$ cat src/abcs_pkg.sv
// Constants, types and register map of the analog board configuration and status block.
package abcs_pkg;

	// ----------------------------------------------------------------
	// Clock and timing
	// ----------------------------------------------------------------
	localparam int unsigned CLK_HZ         = 200_000_000;
	localparam int unsigned CYC_PER_US     = CLK_HZ / 1_000_000;
	localparam int unsigned CYC_PER_MS     = CLK_HZ / 1_000;
	// Feedback PWM period, 1 kHz.
	localparam int unsigned PWM_PERIOD_US  = 1000;
	localparam int unsigned PWM_PERIOD_CYC = PWM_PERIOD_US * CYC_PER_US;
	// LED half periods: fast flash 4 Hz, slow flash 1 Hz.
	localparam int unsigned LED_FAST_MS    = 125;
	localparam int unsigned LED_FAST_CYC   = LED_FAST_MS * CYC_PER_MS;
	localparam int unsigned LED_SLOW_MS    = 500;
	localparam int unsigned LED_SLOW_CYC   = LED_SLOW_MS * CYC_PER_MS;
	// Power-on display window.
	localparam int unsigned STARTUP_MS     = 5000;
	localparam int unsigned STARTUP_CYC    = STARTUP_MS * CYC_PER_MS;
	// Cycles after reset before the switch pattern is taken.
	localparam int unsigned SETTLE_CYC     = 8;

	// ----------------------------------------------------------------
	// Package selection
	// ----------------------------------------------------------------
	localparam int unsigned SW_W           = 6;
	localparam logic [5:0]  PKG_CODE_A     = 6'h2c;
	localparam logic [5:0]  PKG_CODE_B     = 6'h2d;
	localparam logic [7:0]  ERR_BAD_CODE   = 8'h27;

	// ----------------------------------------------------------------
	// Duty levels in quarters of the period
	// ----------------------------------------------------------------
	localparam logic [2:0]  DUTY_0         = 3'h0;
	localparam logic [2:0]  DUTY_25        = 3'h1;
	localparam logic [2:0]  DUTY_50        = 3'h2;
	localparam logic [2:0]  DUTY_75        = 3'h3;
	localparam logic [2:0]  DUTY_100       = 3'h4;

	// ----------------------------------------------------------------
	// Register map
	// ----------------------------------------------------------------
	localparam logic [7:0]  REG_STATUS     = 8'h00;
	localparam logic [7:0]  REG_IRQ_STAT   = 8'h04;
	localparam logic [7:0]  REG_IRQ_MASK   = 8'h08;
	localparam int unsigned ST_CODE_LSB    = 0;
	localparam int unsigned ST_SAMPLED     = 8;
	localparam int unsigned ST_BAD         = 9;
	localparam int unsigned ST_JUMPER      = 10;
	localparam int unsigned ST_BRIDGE      = 11;
	localparam int unsigned ST_LIMIT       = 12;
	localparam int unsigned ST_LED         = 13;
	localparam int unsigned ST_STATE_LSB   = 16;
	localparam int unsigned ST_DUTY_LSB    = 20;
	localparam int unsigned IRQ_SAMPLED    = 0;
	localparam int unsigned IRQ_BAD        = 1;
	localparam int unsigned IRQ_FAULT      = 2;
	localparam int unsigned IRQ_SDP        = 3;
	localparam int unsigned IRQ_W          = 4;
	localparam logic [3:0]  IRQ_MASK_RST   = 4'h0;

	// ----------------------------------------------------------------
	// Types
	// ----------------------------------------------------------------
	typedef enum logic [2:0] {
		ST_STARTUP,
		ST_BADCODE,
		ST_ERROR,
		ST_SDP,
		ST_RUN,
		ST_STANDBY
	} abcs_state_e;

	typedef enum logic [1:0] {
		DISP_PACKAGE,
		DISP_ERROR,
		DISP_STATUS
	} abcs_disp_e;

	typedef struct packed {
		logic trip;
		logic gen_err;
		logic speed_drop_protection;
		logic running;
		logic heating;
	} abcs_drv_s;

	typedef struct packed {
		abcs_disp_e sel;
		logic [7:0] val;
	} abcs_disp_s;

endpackage

$ cat src/abcs_pin_sync.sv
// Three-stage pin synchroniser with agreement filter, one per bit.
`timescale 1ns/1ps
module abcs_pin_sync #(
	parameter int unsigned W = 1
) (
	input  wire logic         clk_i,
	input  wire logic         rst_i,
	input  wire logic [W-1:0] pin_i,
	output logic      [W-1:0] val_o
);

	generate
		if (W < 1) begin : g_chk
			$error("abcs_pin_sync needs W of at least one");
		end
		for (genvar i = 0; i < W; i++) begin : g_bit
			logic s1_q;
			logic s2_q;
			logic s3_q;
			logic out_q;
			// The first stage feeds only the second; the filter looks at stages two and three.
			always_ff @(posedge clk_i) begin
				if (rst_i) begin
					s1_q  <= 1'b0;
					s2_q  <= 1'b0;
					s3_q  <= 1'b0;
					out_q <= 1'b0;
				end else begin
					s1_q <= pin_i[i];
					s2_q <= s1_q;
					s3_q <= s2_q;
					if (s2_q == s3_q) begin
						out_q <= s3_q;
					end
				end
			end
			assign val_o[i] = out_q;
		end
	endgenerate

endmodule

$ cat src/abcs_pwm.sv
// Fixed-period PWM generator whose duty is taken only at period boundaries.
`timescale 1ns/1ps
module abcs_pwm #(
	parameter int unsigned PERIOD = abcs_pkg::PWM_PERIOD_CYC
) (
	input  wire logic       clk_i,
	input  wire logic       rst_i,
	input  wire logic [2:0] duty_i,
	output logic            pwm_o,
	output logic [2:0]      duty_o
);

	localparam int unsigned QUARTER = PERIOD / 4;

	generate
		if (PERIOD < 4 || (PERIOD % 4) != 0) begin : g_chk
			$error("abcs_pwm needs a period that is a multiple of four");
		end
	endgenerate

	logic [31:0] cnt_q;
	logic [31:0] thr_q;
	logic [2:0]  duty_q;
	logic        pwm_q;
	wire         wrap = (cnt_q == 32'(PERIOD - 1));
	wire  [2:0]  duty_lim = (duty_i > abcs_pkg::DUTY_100) ? abcs_pkg::DUTY_100 : duty_i;

	// Latching the duty at the wrap keeps every period a clean level to the reader.
	always_ff @(posedge clk_i) begin
		if (rst_i) begin
			cnt_q  <= 32'h0;
			thr_q  <= 32'h0;
			duty_q <= abcs_pkg::DUTY_0;
			pwm_q  <= 1'b0;
		end else begin
			cnt_q <= wrap ? 32'h0 : cnt_q + 32'h1;
			if (wrap) begin
				thr_q  <= 32'(duty_lim) * 32'(QUARTER);
				duty_q <= duty_lim;
			end
			pwm_q <= (cnt_q < thr_q);
		end
	end

	assign pwm_o  = pwm_q;
	assign duty_o = duty_q;

endmodule

$ cat src/abcs_top.sv
// Analog board configuration and status logic with a classic Wishbone register slave.
// Function
// - No feedback jumper: duty 0 percent when tripped, 100 percent when OK.
// - Jumper fitted: 0 error, 25 bad code, 50 standby, 75 speed drop, 100 run.
// - Package selection comes from six switches, ON reads 1, OFF reads 0.
// - Switches are sampled once after reset; later changes are ignored.
// - Invalid pattern shows error 39 and holds feedback at 25 percent.
// - Invalid code fault stays latched until the next power cycle.
// - Switch positions 1 to 6 each give one bit of the pattern.
// - Position 6 is the most significant bit, position 1 the least.
// - During start-up the display shows the selected package code.
// - LED flashes fast on fault, slowly in standby, steady when running.
// - No bridge selects mode 0 limited range; bridge selects mode 1 full range.
// - During speed drop protection the limited range is forced.
//
// Our own choices: register access over Wishbone and the address map.
`timescale 1ns/1ps
module abcs_top #(
	parameter int unsigned PWM_PERIOD_CYC = abcs_pkg::PWM_PERIOD_CYC,
	parameter int unsigned LED_FAST_CYC   = abcs_pkg::LED_FAST_CYC,
	parameter int unsigned LED_SLOW_CYC   = abcs_pkg::LED_SLOW_CYC,
	parameter int unsigned STARTUP_CYC    = abcs_pkg::STARTUP_CYC
) (
	input  wire logic                clk_i,
	input  wire logic                rst_i,
	// Board pins.
	input  wire logic [5:0]          pkg_sw_i,
	input  wire logic                fb_jumper_i,
	input  wire logic                range_bridge_i,
	// Drive status.
	input  wire abcs_pkg::abcs_drv_s drive_i,
	// Board outputs.
	output logic                     fb_pwm_o,
	output logic                     status_led_o,
	output logic                     env_mode_o,
	output logic                     limit_range_o,
	output abcs_pkg::abcs_disp_s     disp_o,
	output logic                     irq_o,
	// Wishbone slave.
	input  wire logic                wb_cyc_i,
	input  wire logic                wb_stb_i,
	input  wire logic                wb_we_i,
	input  wire logic [7:0]          wb_adr_i,
	input  wire logic [3:0]          wb_sel_i,
	input  wire logic [31:0]         wb_dat_i,
	output logic [31:0]              wb_dat_o,
	output logic                     wb_ack_o
);

	generate
		if (LED_FAST_CYC < 1 || LED_SLOW_CYC < 1 || STARTUP_CYC < 1) begin : g_chk
			$error("abcs_top needs counts of at least one");
		end
	endgenerate

	// ----------------------------------------------------------------
	// Pin synchronisers
	// ----------------------------------------------------------------
	logic [7:0] pins_s;

	abcs_pin_sync #(
		.W (8)
	) u_sync (
		.clk_i (clk_i),
		.rst_i (rst_i),
		.pin_i ({range_bridge_i, fb_jumper_i, pkg_sw_i}),
		.val_o (pins_s)
	);

	wire [5:0] sw_s     = pins_s[5:0];
	wire       jumper_s = pins_s[6];
	wire       bridge_s = pins_s[7];

	// ----------------------------------------------------------------
	// One-time package sampling
	// ----------------------------------------------------------------
	logic [3:0]  settle_q;
	logic        sampled_q;
	logic [5:0]  code_q;
	logic        bad_q;
	logic [31:0] start_q;
	logic        startup_q;

	wire settle_done = (settle_q == 4'(abcs_pkg::SETTLE_CYC));
	wire take_code   = settle_done && !sampled_q;
	wire code_ok     = (sw_s == abcs_pkg::PKG_CODE_A) || (sw_s == abcs_pkg::PKG_CODE_B);

	always_ff @(posedge clk_i) begin
		if (rst_i) begin
			settle_q  <= 4'h0;
			sampled_q <= 1'b0;
			code_q    <= 6'h0;
		end else begin
			if (!settle_done) begin
				settle_q <= settle_q + 4'h1;
			end
			if (take_code) begin
				sampled_q <= 1'b1;
				code_q    <= sw_s;
			end
		end
	end

	always_ff @(posedge clk_i) begin
		if (rst_i) begin
			bad_q <= 1'b0;
		end else if (take_code && !code_ok) begin
			bad_q <= 1'b1;
		end
	end

	// The start-up window runs once from reset; it is not restarted by anything else.
	always_ff @(posedge clk_i) begin
		if (rst_i) begin
			start_q   <= 32'h0;
			startup_q <= 1'b1;
		end else if (startup_q) begin
			start_q <= start_q + 32'h1;
			if (start_q == 32'(STARTUP_CYC - 1)) begin
				startup_q <= 1'b0;
			end
		end
	end

	// ----------------------------------------------------------------
	// Board state
	// ----------------------------------------------------------------
	abcs_pkg::abcs_state_e state_q;
	abcs_pkg::abcs_state_e state_d;

	wire drv_fault = drive_i.trip || drive_i.gen_err;
	wire drv_run   = drive_i.running || drive_i.heating;

	always_comb begin
		if (bad_q) begin
			state_d = abcs_pkg::ST_BADCODE;
		end else if (!sampled_q) begin
			state_d = abcs_pkg::ST_STARTUP;
		end else if (drv_fault) begin
			state_d = abcs_pkg::ST_ERROR;
		end else if (drive_i.speed_drop_protection) begin
			state_d = abcs_pkg::ST_SDP;
		end else if (drv_run) begin
			state_d = abcs_pkg::ST_RUN;
		end else if (startup_q) begin
			state_d = abcs_pkg::ST_STARTUP;
		end else begin
			state_d = abcs_pkg::ST_STANDBY;
		end
	end

	always_ff @(posedge clk_i) begin
		if (rst_i) begin
			state_q <= abcs_pkg::ST_STARTUP;
		end else begin
			state_q <= state_d;
		end
	end

	// ----------------------------------------------------------------
	// Feedback duty
	// ----------------------------------------------------------------
	logic [2:0] duty_sel;
	logic [2:0] duty_now;

	always_comb begin
		duty_sel = abcs_pkg::DUTY_50;
		if (!jumper_s) begin
			duty_sel = (state_q == abcs_pkg::ST_ERROR) ? abcs_pkg::DUTY_0 : abcs_pkg::DUTY_100;
		end else begin
			unique case (state_q)
				abcs_pkg::ST_ERROR:   duty_sel = abcs_pkg::DUTY_0;
				abcs_pkg::ST_SDP:     duty_sel = abcs_pkg::DUTY_75;
				abcs_pkg::ST_RUN:     duty_sel = abcs_pkg::DUTY_100;
				abcs_pkg::ST_BADCODE: duty_sel = abcs_pkg::DUTY_25;
				abcs_pkg::ST_STARTUP: duty_sel = abcs_pkg::DUTY_50;
				abcs_pkg::ST_STANDBY: duty_sel = abcs_pkg::DUTY_50;
			endcase
		end
		if (state_q == abcs_pkg::ST_BADCODE) begin
			duty_sel = abcs_pkg::DUTY_25;
		end
	end

	abcs_pwm #(
		.PERIOD (PWM_PERIOD_CYC)
	) u_pwm (
		.clk_i  (clk_i),
		.rst_i  (rst_i),
		.duty_i (duty_sel),
		.pwm_o  (fb_pwm_o),
		.duty_o (duty_now)
	);

	// ----------------------------------------------------------------
	// Status LED
	// ----------------------------------------------------------------
	logic [31:0] fast_cnt_q;
	logic [31:0] slow_cnt_q;
	logic        fast_q;
	logic        slow_q;
	logic        led_q;

	wire fast_tick = (fast_cnt_q == 32'(LED_FAST_CYC - 1));
	wire slow_tick = (slow_cnt_q == 32'(LED_SLOW_CYC - 1));
	wire is_fault  = (state_q == abcs_pkg::ST_ERROR) || (state_q == abcs_pkg::ST_BADCODE);
	wire is_run    = (state_q == abcs_pkg::ST_RUN) || (state_q == abcs_pkg::ST_SDP);

	always_ff @(posedge clk_i) begin
		if (rst_i) begin
			fast_cnt_q <= 32'h0;
			slow_cnt_q <= 32'h0;
			fast_q     <= 1'b0;
			slow_q     <= 1'b0;
		end else begin
			fast_cnt_q <= fast_tick ? 32'h0 : fast_cnt_q + 32'h1;
			slow_cnt_q <= slow_tick ? 32'h0 : slow_cnt_q + 32'h1;
			if (fast_tick) begin
				fast_q <= !fast_q;
			end
			if (slow_tick) begin
				slow_q <= !slow_q;
			end
		end
	end

	always_ff @(posedge clk_i) begin
		if (rst_i) begin
			led_q <= 1'b0;
		end else begin
			led_q <= is_fault ? fast_q : (is_run ? 1'b1 : slow_q);
		end
	end

	assign status_led_o = led_q;

	// ----------------------------------------------------------------
	// Speed range and display
	// ----------------------------------------------------------------
	logic                 mode_q;
	logic                 limit_q;
	abcs_pkg::abcs_disp_s disp_q;

	always_ff @(posedge clk_i) begin
		if (rst_i) begin
			mode_q  <= 1'b0;
			limit_q <= 1'b1;
		end else begin
			mode_q  <= bridge_s;
			limit_q <= !bridge_s || drive_i.speed_drop_protection;
		end
	end

	assign env_mode_o    = mode_q;
	assign limit_range_o = limit_q;

	always_ff @(posedge clk_i) begin
		if (rst_i) begin
			disp_q.sel <= abcs_pkg::DISP_PACKAGE;
			disp_q.val <= 8'h0;
		end else if (bad_q) begin
			disp_q.sel <= abcs_pkg::DISP_ERROR;
			disp_q.val <= abcs_pkg::ERR_BAD_CODE;
		end else if (startup_q) begin
			disp_q.sel <= abcs_pkg::DISP_PACKAGE;
			disp_q.val <= {2'b00, code_q};
		end else begin
			disp_q.sel <= abcs_pkg::DISP_STATUS;
			disp_q.val <= {5'h0, state_q};
		end
	end

	assign disp_o = disp_q;

	// ----------------------------------------------------------------
	// Interrupts
	// ----------------------------------------------------------------
	localparam int unsigned IW = abcs_pkg::IRQ_W;

	logic [IW-1:0] irq_stat_q;
	logic [IW-1:0] irq_mask_q;
	logic          fault_d1_q;
	logic          sdp_d1_q;

	wire is_sdp = (state_q == abcs_pkg::ST_SDP);
	wire [IW-1:0] irq_ev = {
		is_sdp && !sdp_d1_q,
		is_fault && !fault_d1_q,
		take_code && !code_ok,
		take_code
	};

	// ----------------------------------------------------------------
	// Wishbone slave
	// ----------------------------------------------------------------
	logic        ack_q;
	logic [31:0] rdat_q;

	wire req      = wb_cyc_i && wb_stb_i;
	wire wr_fire  = req && wb_we_i && ack_q;
	wire hit_stat = (wb_adr_i == abcs_pkg::REG_IRQ_STAT);
	wire hit_mask = (wb_adr_i == abcs_pkg::REG_IRQ_MASK);
	wire [IW-1:0] irq_clr = (wr_fire && hit_stat && wb_sel_i[0]) ? wb_dat_i[IW-1:0] : '0;

	wire [31:0] status_word =
		(32'(code_q) << abcs_pkg::ST_CODE_LSB) |
		(32'(sampled_q) << abcs_pkg::ST_SAMPLED) |
		(32'(bad_q) << abcs_pkg::ST_BAD) |
		(32'(jumper_s) << abcs_pkg::ST_JUMPER) |
		(32'(bridge_s) << abcs_pkg::ST_BRIDGE) |
		(32'(limit_q) << abcs_pkg::ST_LIMIT) |
		(32'(led_q) << abcs_pkg::ST_LED) |
		(32'(state_q) << abcs_pkg::ST_STATE_LSB) |
		(32'(duty_now) << abcs_pkg::ST_DUTY_LSB);

	wire [31:0] rd_mux =
		(wb_adr_i == abcs_pkg::REG_STATUS) ? status_word :
		hit_stat ? 32'(irq_stat_q) :
		hit_mask ? 32'(irq_mask_q) : 32'h0;

	// A new event in the clearing cycle survives because the set term is applied last.
	always_ff @(posedge clk_i) begin
		if (rst_i) begin
			irq_stat_q <= '0;
			irq_mask_q <= abcs_pkg::IRQ_MASK_RST;
			fault_d1_q <= 1'b0;
			sdp_d1_q   <= 1'b0;
		end else begin
			irq_stat_q <= (irq_stat_q & ~irq_clr) | irq_ev;
			fault_d1_q <= is_fault;
			sdp_d1_q   <= is_sdp;
			if (wr_fire && hit_mask && wb_sel_i[0]) begin
				irq_mask_q <= wb_dat_i[IW-1:0];
			end
		end
	end

	assign irq_o = |(irq_stat_q & irq_mask_q);

	// Ack comes one cycle after the strobe and drops in the cycle after it was given.
	always_ff @(posedge clk_i) begin
		if (rst_i) begin
			ack_q  <= 1'b0;
			rdat_q <= 32'h0;
		end else begin
			ack_q <= req && !ack_q;
			if (req && !ack_q) begin
				rdat_q <= rd_mux;
			end
		end
	end

	assign wb_ack_o = ack_q;
	assign wb_dat_o = rdat_q;

endmodule

$ cat config.mk
export PLATFORM = sky130hd
export DESIGN_NAME = abcs_top
export DESIGN_NICKNAME = d
export VERILOG_FILES = /design/src/abcs_pkg.sv /design/src/abcs_pin_sync.sv /design/src/abcs_pwm.sv /design/src/abcs_top.sv
export SDC_FILE = /design/constraint.sdc
export NUM_CORES = 1
export LEC_CHECK = 0
export CAP_MARGIN = 20
export CORE_ASPECT_RATIO = 2
export CORE_UTILIZATION = 60
export CTS_CLUSTER_SIZE = 24
export DETAILED_ROUTE_END_ITERATION = 10
export DONT_BUFFER_PORTS = 1
export HOLD_SLACK_MARGIN = 0.12
export PLACE_DENSITY = 0.76
export SKIP_CTS_REPAIR_TIMING = 1
export SLEW_MARGIN = 20
export SYNTH_ARGS = -nofsm -noshare
export SYNTH_HDL_FRONTEND = slang
export SYNTH_SLANG_ARGS = --single-unit
$ cat constraint.sdc
create_clock -name clk_i -period 2.65 [get_ports clk_i]
set_input_delay 0.6625 -clock clk_i [delete_from_list [all_inputs] [get_ports clk_i]]
set_output_delay 0.6625 -clock clk_i [all_outputs]
set_load 0.005 [all_outputs]
-- After elaboration in Yosys (flattened, before gate mapping)
Index checks and enable logic that the tools add are counted.
- bits in registers: 253
- input bits: 62
- output and inout port bits: 48
- logic and storage cells: 165
- add/sub/neg operators: 5
- $mul: 1
- magnitude comparators: 2
- eq/ne operators: 22
- mux-type cells: 21
- bitwise operators: 14
- reduce and logical (&&, ||, !) cells: 37
- operators by type and width (operator ; number):
    adder 32 x 1 -> 32 bit, second input constant ; 4
    == test 32 x 18 -> 1 bit, second input constant ; 1
    == test 32 x 25 -> 1 bit, second input constant ; 1
    == test 32 x 27 -> 1 bit, second input constant ; 1
    == test 32 x 30 -> 1 bit, second input constant ; 1
    < comparator 32 x 19 -> 1 bit ; 1
    two-way mux 23 bit ; 1
    bitwise OR 19 x 23 -> 23 bit ; 1
    bitwise OR 14 x 19 -> 19 bit ; 1
    two-way mux 3 bit ; 6
    multiplier 3 x 12 -> 15 bit, second input constant ; 1
    bitwise OR 13 x 14 -> 14 bit ; 1
    bitwise OR 12 x 13 -> 13 bit ; 1
    == test 6 bit, second input constant ; 2
    logical AND 1 bit ; 12
    two-way mux 4 bit ; 3
    bitwise OR 11 x 12 -> 12 bit ; 1
    one-hot mux 3 bit (4 select lines) ; 1
    bitwise OR 10 x 11 -> 11 bit ; 1
    two-way mux 10 bit ; 1
    bitwise OR 9 x 10 -> 10 bit ; 1
    OR reduction 2 bit ; 5
    two-way mux 9 bit ; 1
    bitwise OR 6 x 9 -> 9 bit ; 1
    22 further kinds ; 52

-- Depth between registers and ports, before layout
Gate-level depths: netlist of run 1.
- depth in word-level cells: 9
- mapped depth: 11
- depth with buffers taken out: 10

-- Modules after synthesis
Synthesis of run 1 repeated with hierarchy kept, for this count alone.
- cells, all modules: 1192
- area, all modules: 10457.5 sq um
- modules (own cells, without submodules) (module ; times used ; cells each ; area an instance (sq um) ; sequential area each (sq um)):
    abcs_top ; 1 ; 827 ; 7021.7 ; 3083.0
    abcs_pwm ; 1 ; 274 ; 2452.4 ; 920.9
    abcs_pin_sync ; 1 ; 91 ; 983.4 ; 640.6

-- Least setup slack after synthesis of run 1
OpenSTA, ideal clock, no wires.
- kind: input to register
- start: input wb_adr_i[2]
- end: register irq_mask_q[0]
- library setup time: 0.128 ns
- arrival: 2.122 ns
- required time: 2.522 ns
- setup slack: 0.400 ns
- stages on the path: 6
- buffers on the path: 1
- cell sequence: clkbuf_1 -> nor2b_1 -> inv_1 -> nor4_1 -> mux2i_1 -> nor2_1
- longest elaborated chain between the ends: 3
- ends and longest elaborated chain (element ; RTL line ; text):
    from (decl) ; abcs_top.sv:43 ; input wire logic [7:0] wb_adr_i,
    == test 8 x 4 -> 1 bit ; abcs_top.sv:302 ; wire hit_mask = (wb_adr_i == abcs_pkg::REG_IRQ_MASK);
    logical AND 1 bit (2 in a row) ; abcs_top.sv:332 ; if (wr_fire && hit_mask && wb_sel_i[0]) begin
    to (signal assigned) ; abcs_top.sv:325 ; irq_mask_q <= abcs_pkg::IRQ_MASK_RST;
    to (signal assigned) ; abcs_top.sv:333 ; irq_mask_q <= wb_dat_i[IW-1:0];
    to (decl) ; abcs_top.sv:281 ; logic [IW-1:0] irq_mask_q;
No other way between the ends.
A chain may end at the register's enable or synchronous reset.

-- Worst setup path after layout of run 1
- start: register state_q[2]
- end: register u_pwm.thr_q[10]
- longest elaborated chain between the ends: 8
- elaborated cells between the ends (all ways): 14
- those cells by class: 1 x mul; 1 x order compare; 5 x eq/ne; 5 x mux; 2 x reduce/logical
- ends and longest elaborated chain (element ; RTL line ; text):
    from (decl) ; abcs_top.sv:128 ; abcs_pkg::abcs_state_e state_q;
    from (signal assigned) ; abcs_top.sv:154 ; state_q <= abcs_pkg::ST_STARTUP;
    from (signal assigned) ; abcs_top.sv:156 ; state_q <= state_d;
    == test 3 bit / zero test 3 bit (equally long branches) ; abcs_top.sv:171 ; unique case (state_q)
    OR reduction 2 bit (no line) ; - ;
    one-hot mux 3 bit (4 select lines) ; abcs_top.sv:171 ;
    two-way mux 3 bit ; abcs_top.sv:168 ; if (!jumper_s) begin
    two-way mux 3 bit (*) ; abcs_top.sv:180 ; if (state_q == abcs_pkg::ST_BADCODE) begin
    greater-than comparator 3 bit ; abcs_pwm.sv:26 ; wire [2:0] duty_lim = (duty_i > abcs_pkg::DUTY_100) ? abcs_pkg::DUTY_100 : duty_i;
    two-way mux 3 bit (*) ; abcs_pwm.sv:26 ;
    via u_pwm.duty_lim[1] ; abcs_pwm.sv:26 ;
    multiplier 3 x 12 -> 15 bit (*) ; abcs_pwm.sv:38 ; thr_q <= 32'(duty_lim) * 32'(QUARTER);
    to (signal assigned) ; abcs_pwm.sv:38 ;
    to (decl) ; abcs_pwm.sv:22 ; logic [31:0] thr_q;
The timed path passes the listed nets; every way through them passes the cells marked *.

==> impl_metrics.py, run 1 <==
metrics = {
    "die": {
        "io_pins": 110,
        "start_util_pct": 61.8,
        "die_area_um2": 17400,
        "rows": 66,
        "core-area_um2": 16400,
        "die_width_um": 93.7,
        "die_h_um": 185,
    },
    "synth": {
        "syn_avg_cell_area_um2": 8.68,
        "synth_cells": 1163,
        "synth_edf_count": 0,
        "ys_seq_area_share_pct": 46.2,
        "async_flop_share_pct": 0,
        "yosysWarnings": 0,
        "ys_types": 56,
        "ys_ff_latch": 233,
        "syn_area_um2": 10100,
        "synthFlopType": "dfxtp_1",
    },
    "clocking": {
        "cts_root_buffer": "clkbuf_16",
        "htree_levels": 1,
        "clk_latency_ns": 0.50,
        "cts_buffers": 21,
        "cts_buffer_depth": 3,
        "tritoncts": "yes",
        "cts_sinks": 233,
        "clk_pin_slew_ns": 0.07,
    },
    "critical_path": {
        "start_kind": "register",
        "crit_chain": "xor2_1 > a21oi_1 > nor2_1 > ha_1 > ha_1 > a311oi_1 > nor4b_1 > o21a_1",
        "cp_max_fo": 11,
        "crit_required_ns": 3.05,
        "criticalPathCategory": "reg -> reg",
        "cp_common_cell": "ha_1",
        "slowest_stage": "dfxtp_1",
        "crit_family": "adder cells",
        "path_buf_inv": 0,
        "cpPeakStageDelay_ns": 0.56,
        "cp-end-kind": "register",
        "cp.arrival_ns": 2.76,
    },
    "drt": {
        "drc": 0,
        "dr.pass1.iters": 5,
        "viasPerCell": 5.76,
        "drt_iter0_drc": 332,
        "antenna_left": 0,
        "dr_total_vias": 7921,
        "avgRoutedWirePerCell_um": 15.5,
        "wl_um": 21400,
    },
    "placed_design": {
        "io_buffers": 0,
        "dpl_cell_area_um2": 10300,
        "gp_congestion": 0.854,
        "hpwlAfterDp_um": 14800,
    },
    "grt": {
        "grt_pass1_wl_um": 35400,
        "grt_max_degree": 146,
        "grtUsageTotal_pct": 25.2,
        "antenna_found_initial": 0,
        "grt_pass1_vias": 7830,
        "gr-total-overflow": 0,
    },
    "power": {
        "leakagePower_nw": 3.92,
        "ir_worst_vdd_mv": 0.695,
        "p_per_area_nw_per_um2": 639,
    },
    "finish": {
        "synthToLayoutAreaGrowth_pct": 9.29,
        "drive_above_1_share_pct": 6.14,
        "ff_latch_area_um2": 4660,
        "filler_cell_count": 1362,
        "antenna_cells": 0,
        "multiInputGateArea_um2": 5050,
        "nets": 1244,
        "fin_area_um2": 11000,
    },
    "min_path": {
        "hold_class": "in -> reg",
    },
    "sta": {
        "drv_slew": 0,
        "rsz0062_at_grt": "false",
        "worst_pin_slew_ns": 0.682,
        "setup_viol": 0,
        "fmax_ghz": 0.423,
        "hold_viol_final": 0,
        "fin_setup_tns_ns": 0,
        "min_period_ns": 2.37,
        "relSlewSlack_pct": 54.4,
        "fin_crit_sh_pct": 89.3,
        "skew_ns": 0.00685,
    },
    "flow_run": {
        "maxCapViolations": 0,
    },
    "outcome": {
        "outcome": "finished clean",
    },
}
power breakdown:
group	total, W	switching, W	internal [W]
Sequential	0.00358	0.0000369	0.00354
Combinational	0.000129	0.0000759	0.0000526
Clock	0.00334	0.00133	0.00201
Total	0.00705	0.00144	0.00561
Yosys cell counts, types with 6 or more instances:
library cell,number,area share (%)
nor3_1,29,1.4
or2_2,8,0.50
and4_1,10,0.87
xor2_1,72,6.2
xnor2_1,36,3.1
nor2_1,181,6.7
dfxtp_1,233,46
o21ai_0,34,1.7
and3_1,18,1.1
nand4_1,45,2.8
clkbuf_1,41,1.5
inv_1,38,1.4
nand3_1,55,2.7
a21oi_1,47,2.3
or3_1,8,0.50
nand2_1,85,3.2
nor4b_1,6,0.52
buf_4,17,1.3
ha_1,24,3.0
nand2b_1,7,0.43
nor2b_1,28,1.7
or4_1,6,0.45
a22oi_1,20,1.5
nor4_1,29,1.8
o21a_1,7,0.52
mux2i_1,20,2.0
through the flow:
step | std cells | power, W | setup slack (ns) | hold WS, ns | utilization [%]
after global routing | 1376 | 0.00728 | 0.115 | 0.222 | 67.5
after detailed placement | 1339 | 0.00379 | 0.337 | 0.429 | 62.8
after CTS | 1376 | 0.00711 | 0.304 | 0.226 | 67.5
after global placement | 1339 | 0.00378 | 0.394 | 0.421 | 62.8
after floorplan | 1180 | 0.00380 | 0.400 | 0.414 | -
final | 1376 | 0.00705 | 0.283 | 0.238 | 67.5
routing by layer:
metal / vias up / share of wire [%] / global-route usage (%)
li1: 3989 / - / -
met1: 3728 / 38 / 25.3
met2: 141 / 54 / 49.4
met3: 63 / 3.2 / 2.78
met4: 0 / 4.3 / 12.5
met5: - / 0 / 0
placed cells by master, fill, tap and decap left out, types with 6 or more instances in the layout:
cell	count
a21oi_1	47
a22oi_1	20
and3_1	18
and4_1	10
buf_4	18
clkbuf_16	21
clkbuf_8	6
conb_1	18
dfxtp_1	233
ha_1	24
inv_1	38
mux2i_1	20
nand2_1	85
nand2b_1	7
nand3_1	55
nand4_1	45
nor2_1	181
nor2b_1	28
nor3_1	29
nor4_1	27
nor4b_1	6
o21a_1	7
o21ai_0	34
or2_2	8
or3_1	8
or4_1	6
xnor2_1	36
xor2_1	72
kinds of logic after synthesis:
| logic type | count (synthesis) | share of synthesized area, % |
|---|---|---|
| compound gates | 140 | 8.56 |
| xor+xnor | 108 | 9.37 |
| fa+ha+maj | 24 | 2.97 |
| buf+inv | 102 | 4.52 |
| flops | 233 | 46.2 |
| mux | 20 | 1.98 |
| other cells | 1 | 0.0371 |
| simple gates | 535 | 26.4 |
flip-flops by register name (all words and copies together) (netlist names), 3 cells and up:
signal,flops
u_pwm.cnt_q,32
slow_cnt_q,32
disp_o,8
wb_dat_o,18
settle_q,4
u_pwm.thr_q,11
start_q,32
u_sync.g_bit.s2_q,8
u_pwm.duty_o,3
u_sync.g_bit.s1_q,8
state_q,3
fast_cnt_q,32
u_sync.g_bit.out_q,8
u_sync.g_bit.s3_q,8
irq_stat_q,4
irq_mask_q,4
code_q,6
area by class of cell:
class                           instances  share of cell area, %
Timing Repair Buffer                   19                   1.41
Multi-Input combinational cell        845                   45.8
Clock buffer                           27                   5.51
Inverter                               38                   1.29
Sequential cell                       233                   42.3
Clock inverter                         10                   1.43
Tap cell                              204                   2.31
path summary, 6_finish.rpt:
check                           slack (ns)                       startpoint                              end  depth (start not counted)
worst max-delay path                  0.28            state_q[2]$_SDFF_PP0_     u_pwm.thr_q[10]$_SDFFE_PP0P_                          8
worst min-delay path                  0.24                            rst_i  u_sync.g_bit[3].s1_q$_SDFF_PP0_                          1
worst max register to register        0.28            state_q[2]$_SDFF_PP0_     u_pwm.thr_q[10]$_SDFFE_PP0P_                          8
worst min register to register        0.44  u_sync.g_bit[4].s1_q$_SDFF_PP0_  u_sync.g_bit[4].s2_q$_SDFF_PP0_                          1
Note: power is estimated with default switching activity, not from simulation.
==> inputs of run 2 (changes only) <==
- CELL_PAD_IN_SITES_DETAIL_PLACEMENT: not set -> 0
- CELL_PAD_IN_SITES_GLOBAL_PLACEMENT: not set -> 1
- CORE_UTILIZATION: 60 -> 48
- PLACE_DENSITY: 0.76 -> not set
- PLACE_DENSITY_LB_ADDON: not set -> 0.1
==> impl_metrics.py, run 2 (synthesized netlist as in run 1, its figures left out) <==
metrics = {
    "clocking": {
        "htree_levels": 1,
        "clk_pin_slew_ns": 0.06,
        "cts_sinks": 233,
        "cts_buffer_depth": 3,
        "clk_latency_ns": 0.50,
        "cts_root_buffer": "clkbuf_16",
        "cts_buffers": 22,
        "tritoncts": "yes",
    },
    "flow_run": {
        "maxCapViolations": 0,
    },
    "critical_path": {
        "criticalPathCategory": "reg -> reg",
        "cpPeakStageDelay_ns": 0.56,
        "start_kind": "register",
        "crit_required_ns": 3.10,
        "crit_family": "adder cells",
        "path_buf_inv": 0,
        "slowest_stage": "dfxtp_1",
        "cp-end-kind": "register",
        "cp.arrival_ns": 2.77,
        "cp_max_fo": 12,
        "crit_chain": "xnor2_1 > a22o_1 > ha_1 > ha_1 > a311oi_1 > nor4b_1 > o21a_1",
        "cp_common_cell": "ha_1",
    },
    "grt": {
        "grt_pass1_vias": 7756,
        "grt_max_degree": 146,
        "gr-total-overflow": 0,
        "grt_pass1_wl_um": 37400,
        "grtUsageTotal_pct": 21.0,
        "antenna_found_initial": 0,
    },
    "die": {
        "start_util_pct": 49.1,
        "io_pins": 110,
        "die_width_um": 105,
        "die_h_um": 207,
        "die_area_um2": 21700,
        "core-area_um2": 20600,
        "rows": 74,
    },
    "sta": {
        "skew_ns": 0.00664,
        "fmax_ghz": 0.431,
        "hold_slack_ns": 0.241,
        "min_period_ns": 2.32,
        "rsz0062_at_grt": "false",
        "setup_viol": 0,
        "relSlewSlack_pct": 54.0,
        "hold_viol_final": 0,
        "fin_setup_tns_ns": 0,
        "drv_slew": 0,
        "worst_pin_slew_ns": 0.687,
        "fin_crit_sh_pct": 87.6,
    },
    "drt": {
        "drt_iter0_drc": 280,
        "viasPerCell": 5.39,
        "avgRoutedWirePerCell_um": 15.4,
        "dr_total_vias": 7785,
        "dr.pass1.iters": 6,
        "wl_um": 22200,
        "antenna_left": 0,
        "drc": 0,
    },
    "finish": {
        "drive_above_1_share_pct": 6.62,
        "mostFrequentLayoutCells": "233 x dfxtp_1, 181 x nor2_1, 85 x nand2_1",
        "final_common_cell": "dfxtp_1",
        "final_cell_count_no_fill": 1445,
        "filler_cell_count": 1986,
        "synthToLayoutAreaGrowth_pct": 10.7,
        "fin_area_um2": 11200,
        "antenna_cells": 0,
        "nets": 1249,
    },
    "power": {
        "p_per_area_nw_per_um2": 629,
        "total_power_w": 0.00703,
        "ir_worst_vdd_mv": 0.500,
        "leakagePower_nw": 3.96,
    },
    "min_path": {
        "hold_class": "in -> reg",
    },
    "placed_design": {
        "dpl_cell_area_um2": 10400,
        "io_buffers": 0,
        "hpwlAfterDp_um": 15900,
        "gp_congestion": 0.824,
        "dpl.cell_count": 1405,
    },
    "outcome": {
        "outcome": "finished clean",
    },
}
==> run 2: cell types whose count changed in the layout (fill, tap and decap cells not counted) <==
cell / change
buf_12: +2
buf_4: +2
bufinv_16: -2
clkbuf_1: +1
clkbuf_16: +2
clkbuf_8: +1
clkinv_2: +1
clkinvlp_4: +1
inv_6: -2
inv_8: +1
==> run 2: area by class of cell <==
cell class                      count  area (µm²)  area share, %
Tap cell                          266         333           2.98
Inverter                           38         143           1.28
Multi-Input combinational cell    845        5050           45.2
Clock inverter                      9         104          0.929
Clock buffer                       31         676           6.04
Sequential cell                   233        4660           41.7
Timing Repair Buffer               23         210           1.88
==> run 2: metal layers <==
| layer | vias up | track usage (%) | wire length [µm] |
|---|---|---|---|
| li1 | 3989 | - | - |
| met1 | 3680 | 21.6 | 8660 |
| met2 | 85 | 42.1 | 12500 |
| met3 | 31 | 3.08 | 659 |
| met4 | 0 | 6.31 | 448 |
| met5 | - | 0 | 0 |
==> run 2: worst reg2reg max path, delay by kind of cell (launching register included) <==
family / cells / cell delay (ns)
adders and majority gates: 2 / 0.63
AOI/OAI and AO/OA: 3 / 0.53
and+or+nand+nor: 1 / 0.32
DFF: 1 / 0.56
xor gates and xnor gates: 1 / 0.23
==> run 2: power breakdown <==
| group | switching (W) | internal, W | leakage, nW | total [W] |
|---|---|---|---|---|
| clock network | 0.00134 | 0.00198 | 0.389 | 0.00332 |
| registers | 0.0000359 | 0.00354 | 1.88 | 0.00358 |
| logic | 0.0000767 | 0.0000565 | 1.68 | 0.000133 |
| total | 0.00145 | 0.00558 | 3.96 | 0.00703 |
==> run 2: final timing paths <==
kind	start	to	slack, ns	depth (start not counted)
hold reg to reg	u_sync.g_bit[6].s1_q$_SDFF_PP0_	u_sync.g_bit[6].s2_q$_SDFF_PP0_	0.43	1
setup reg to reg	state_q[1]$_SDFF_PP0_	u_pwm.thr_q[10]$_SDFFE_PP0P_	0.33	7
hold / removal	rst_i	u_sync.g_bit[5].s1_q$_SDFF_PP0_	0.24	1
setup / recovery	state_q[1]$_SDFF_PP0_	u_pwm.thr_q[10]$_SDFFE_PP0P_	0.33	7
==> run 2: through the flow <==
step                util, %  setup slack (ns)
floorplan                 -             0.400
global placement       50.6             0.356
detailed placement     50.6             0.333
CTS                    54.4             0.316
global route           54.4             0.133
finish                 54.4             0.330
==> inputs of run 3 (changes only) <==
- ABC_AREA: not set -> 1
- CELL_PAD_IN_SITES_DETAIL_PLACEMENT: 0 -> not set
- CELL_PAD_IN_SITES_GLOBAL_PLACEMENT: 1 -> not set
- CORE_UTILIZATION: 48 -> 60
- PLACE_DENSITY: not set -> 0.76
- PLACE_DENSITY_LB_ADDON: 0.1 -> not set
==> impl_metrics.py, run 3 <==
metrics = {
    "synth": {
        "yosysWarnings": 0,
        "yosysMostFrequentCell": "nand2_1",
        "synth_edf_count": 0,
        "async_flop_share_pct": 0,
        "ys_types": 44,
        "syn_avg_cell_area_um2": 6.86,
        "synth_compound_area_share_pct": 9.56,
        "synthXorXnorAreaFrac_pct": 2.37,
        "ys_ff_latch": 233,
        "syn_area_um2": 11400,
        "synthAdderAreaFrac_pct": 2.62,
        "synth.top_cell.area_share_pct": 40.8,
        "synth_cells": 1667,
        "ys_seq_area_share_pct": 40.8,
        "synth_top_family_by_area": "simple AND/OR/NAND/NOR gates",
        "synth_top_area_cell": "dfxtp_1",
        "synthMuxAreaShare_pct": 0,
        "netlist_top_cells_area": "dfxtp_1 41%, nand2_1 12%, nor2_1 9.0%, inv_1 6.7%, a21oi_1 5.0%",
        "synth_common_cells": "368 x nand2_1, 273 x nor2_1, 233 x dfxtp_1, 205 x inv_1, 114 x a21oi_1",
        "synth-simple-area-share_pct": 35.2,
        "synthFlopType": "dfxtp_1",
    },
    "drt": {
        "avgRoutedWirePerCell_um": 16.1,
        "dr.pass1.iters": 6,
        "drc": 0,
        "viasPerCell": 5.54,
        "wl_um": 31100,
        "dr_total_vias": 10725,
        "antenna_left": 0,
        "drt_iter0_drc": 514,
    },
    "min_path": {
        "hold_class": "in -> reg",
        "holdPathStages": 1,
        "min_to": "disp_o[9]$_SDFF_PP0_",
        "min-delay-start": "rst_i",
    },
    "grt": {
        "antenna_found_initial": 0,
        "grt_pass1_vias": 10385,
        "gr-total-overflow": 0,
        "grt_pass1_wl_um": 49500,
        "grt_max_degree": 63,
        "grtUsageTotal_pct": 32.2,
    },
    "die": {
        "io_pins": 110,
        "die_h_um": 197,
        "die_width_um": 99.6,
        "core-area_um2": 18700,
        "rows": 71,
        "start_util_pct": 61.0,
        "die_area_um2": 19700,
    },
    "sta": {
        "skew_ns": 0.00954,
        "worst_pin_slew_ns": 0.784,
        "fmax_ghz": 0.467,
        "min_period_ns": 2.14,
        "relSlewSlack_pct": 47.0,
        "hold_slack_ns": 0.224,
        "fin_crit_sh_pct": 80.9,
        "fin_setup_tns_ns": 0,
        "setup_viol": 0,
        "hold_viol_final": 0,
        "setup_ws_ns": 0.507,
        "drv_slew": 0,
        "rsz0062_at_grt": "false",
    },
    "placed_design": {
        "dp_slack_ns": 0.544,
        "hpwlAfterDp_um": 23600,
        "gp_congestion": 0.983,
        "io_buffers": 0,
    },
    "clocking": {
        "cts_buffers": 21,
        "clk_pin_slew_ns": 0.07,
        "cts_root_buffer": "clkbuf_16",
        "cts_buffer_depth": 3,
        "tritoncts": "yes",
        "htree_levels": 1,
        "clk_latency_ns": 0.52,
        "cts_sinks": 233,
    },
    "finish": {
        "final_common_cell": "nand2_1",
        "multiInputGateArea_um2": 5760,
        "antenna_cells": 0,
        "final_core_util_pct": 66.4,
        "drive_above_1_share_pct": 5.23,
        "nets": 1754,
        "filler_cell_count": 1706,
        "mostFrequentLayoutCells": "368 x nand2_1, 272 x nor2_1, 233 x dfxtp_1",
        "ff_latch_area_um2": 4660,
        "synthToLayoutAreaGrowth_pct": 8.82,
    },
    "outcome": {
        "outcome": "finished clean",
    },
    "critical_path": {
        "cp.arrival_ns": 2.52,
        "cp_max_fo": 42,
        "start_kind": "register",
        "crit_chain": "ha_1 > nand2_1 > nor2_4 > nand4_1 > nor2_1 > nand2_1 > nand2_1 > buf_12 > o22ai_1",
        "cp_common_cell": "nand2_1",
        "startpoint": "u_pwm.cnt_q[0]$_SDFF_PP0_",
        "ff2ff_path_depth": 9,
        "worstReg2RegStart": "u_pwm.cnt_q[0]$_SDFF_PP0_",
        "cp.depth": 9,
        "slowest_stage": "dfxtp_1",
        "cp-end-kind": "register",
        "crit_required_ns": 3.03,
        "crit_family": "simple AND/OR/NAND/NOR gates",
        "criticalPathCategory": "reg -> reg",
        "cpPeakStageDelay_ns": 0.41,
        "r2r-end": "u_pwm.duty_o[0]$_SDFFE_PP0P_",
        "path_buf_inv": 1,
        "rrSetupSlack_ns": 0.51,
    },
    "power": {
        "p_per_area_nw_per_um2": 598,
        "ir_worst_vdd_mv": 0.788,
        "leakagePower_nw": 4.44,
    },
    "flow_run": {
        "maxCapViolations": 0,
    },
}
## run 3: cell types whose count changed after synthesis, sizes merged, moves of 20 or more
cell / delta
nor3: +45
nor2b: -28
clkbuf: -25
xor2: -55
nor2: +102
a21oi: +67
nand2: +289
inv: +171
nand3: +56
mux2i: -20
o21ai: +40
xnor2: -22
nor4: -23
## run 3: per-stage QoR
stage	instances	area (µm²)	total power [W]
after floorplan	1684	11500	0.00383
after global placement	1900	11600	0.00385
after detailed placement	1900	11600	0.00385
after CTS	1937	12400	0.00751
after global routing	1937	12400	0.00767
final	1937	12400	0.00744
## run 3: area by class of cell
type	instances	area share (%)
clock inverter	9	1.83
sequential	233	37.5
tap	255	2.56
timing repair buffer	7	0.623
clock buffer	28	4.92
multi-input combinational	1196	46.3
inverter	209	6.30
## run 3: cell families after synthesis
family                   count (synthesis)
AND/OR/NAND/NOR                        914
adder cells (fa/ha/maj)                 24
AO/OA/AOI/OAI                          209
XOR/XNOR                                31
other                                    1
flip-flops                             233
buffers and inverters                  255
## run 3: power by group
part,internal [W],switching (W)
Clock,0.00231,0.00136
Sequential,0.00355,0.0000437
Combinational,0.0000562,0.000118
## run 3: worst max path at each step
stage / end
after floorplan: u_pwm.thr_q[10]$_SDFFE_PP0P_
after global placement: fast_cnt_q[25]$_SDFF_PP0_
after detailed placement: fast_cnt_q[25]$_SDFF_PP0_
after CTS: fast_cnt_q[25]$_SDFF_PP0_
after global routing: fast_cnt_q[17]$_SDFF_PP0_
final: u_pwm.duty_o[0]$_SDFFE_PP0P_
## run 3: per-layer routing
metal	wire [µm]	global-route usage, %
met5	0	0
met4	3110	29.4
met3	1410	6.02
met2	16200	60.3
met1	10300	28.3
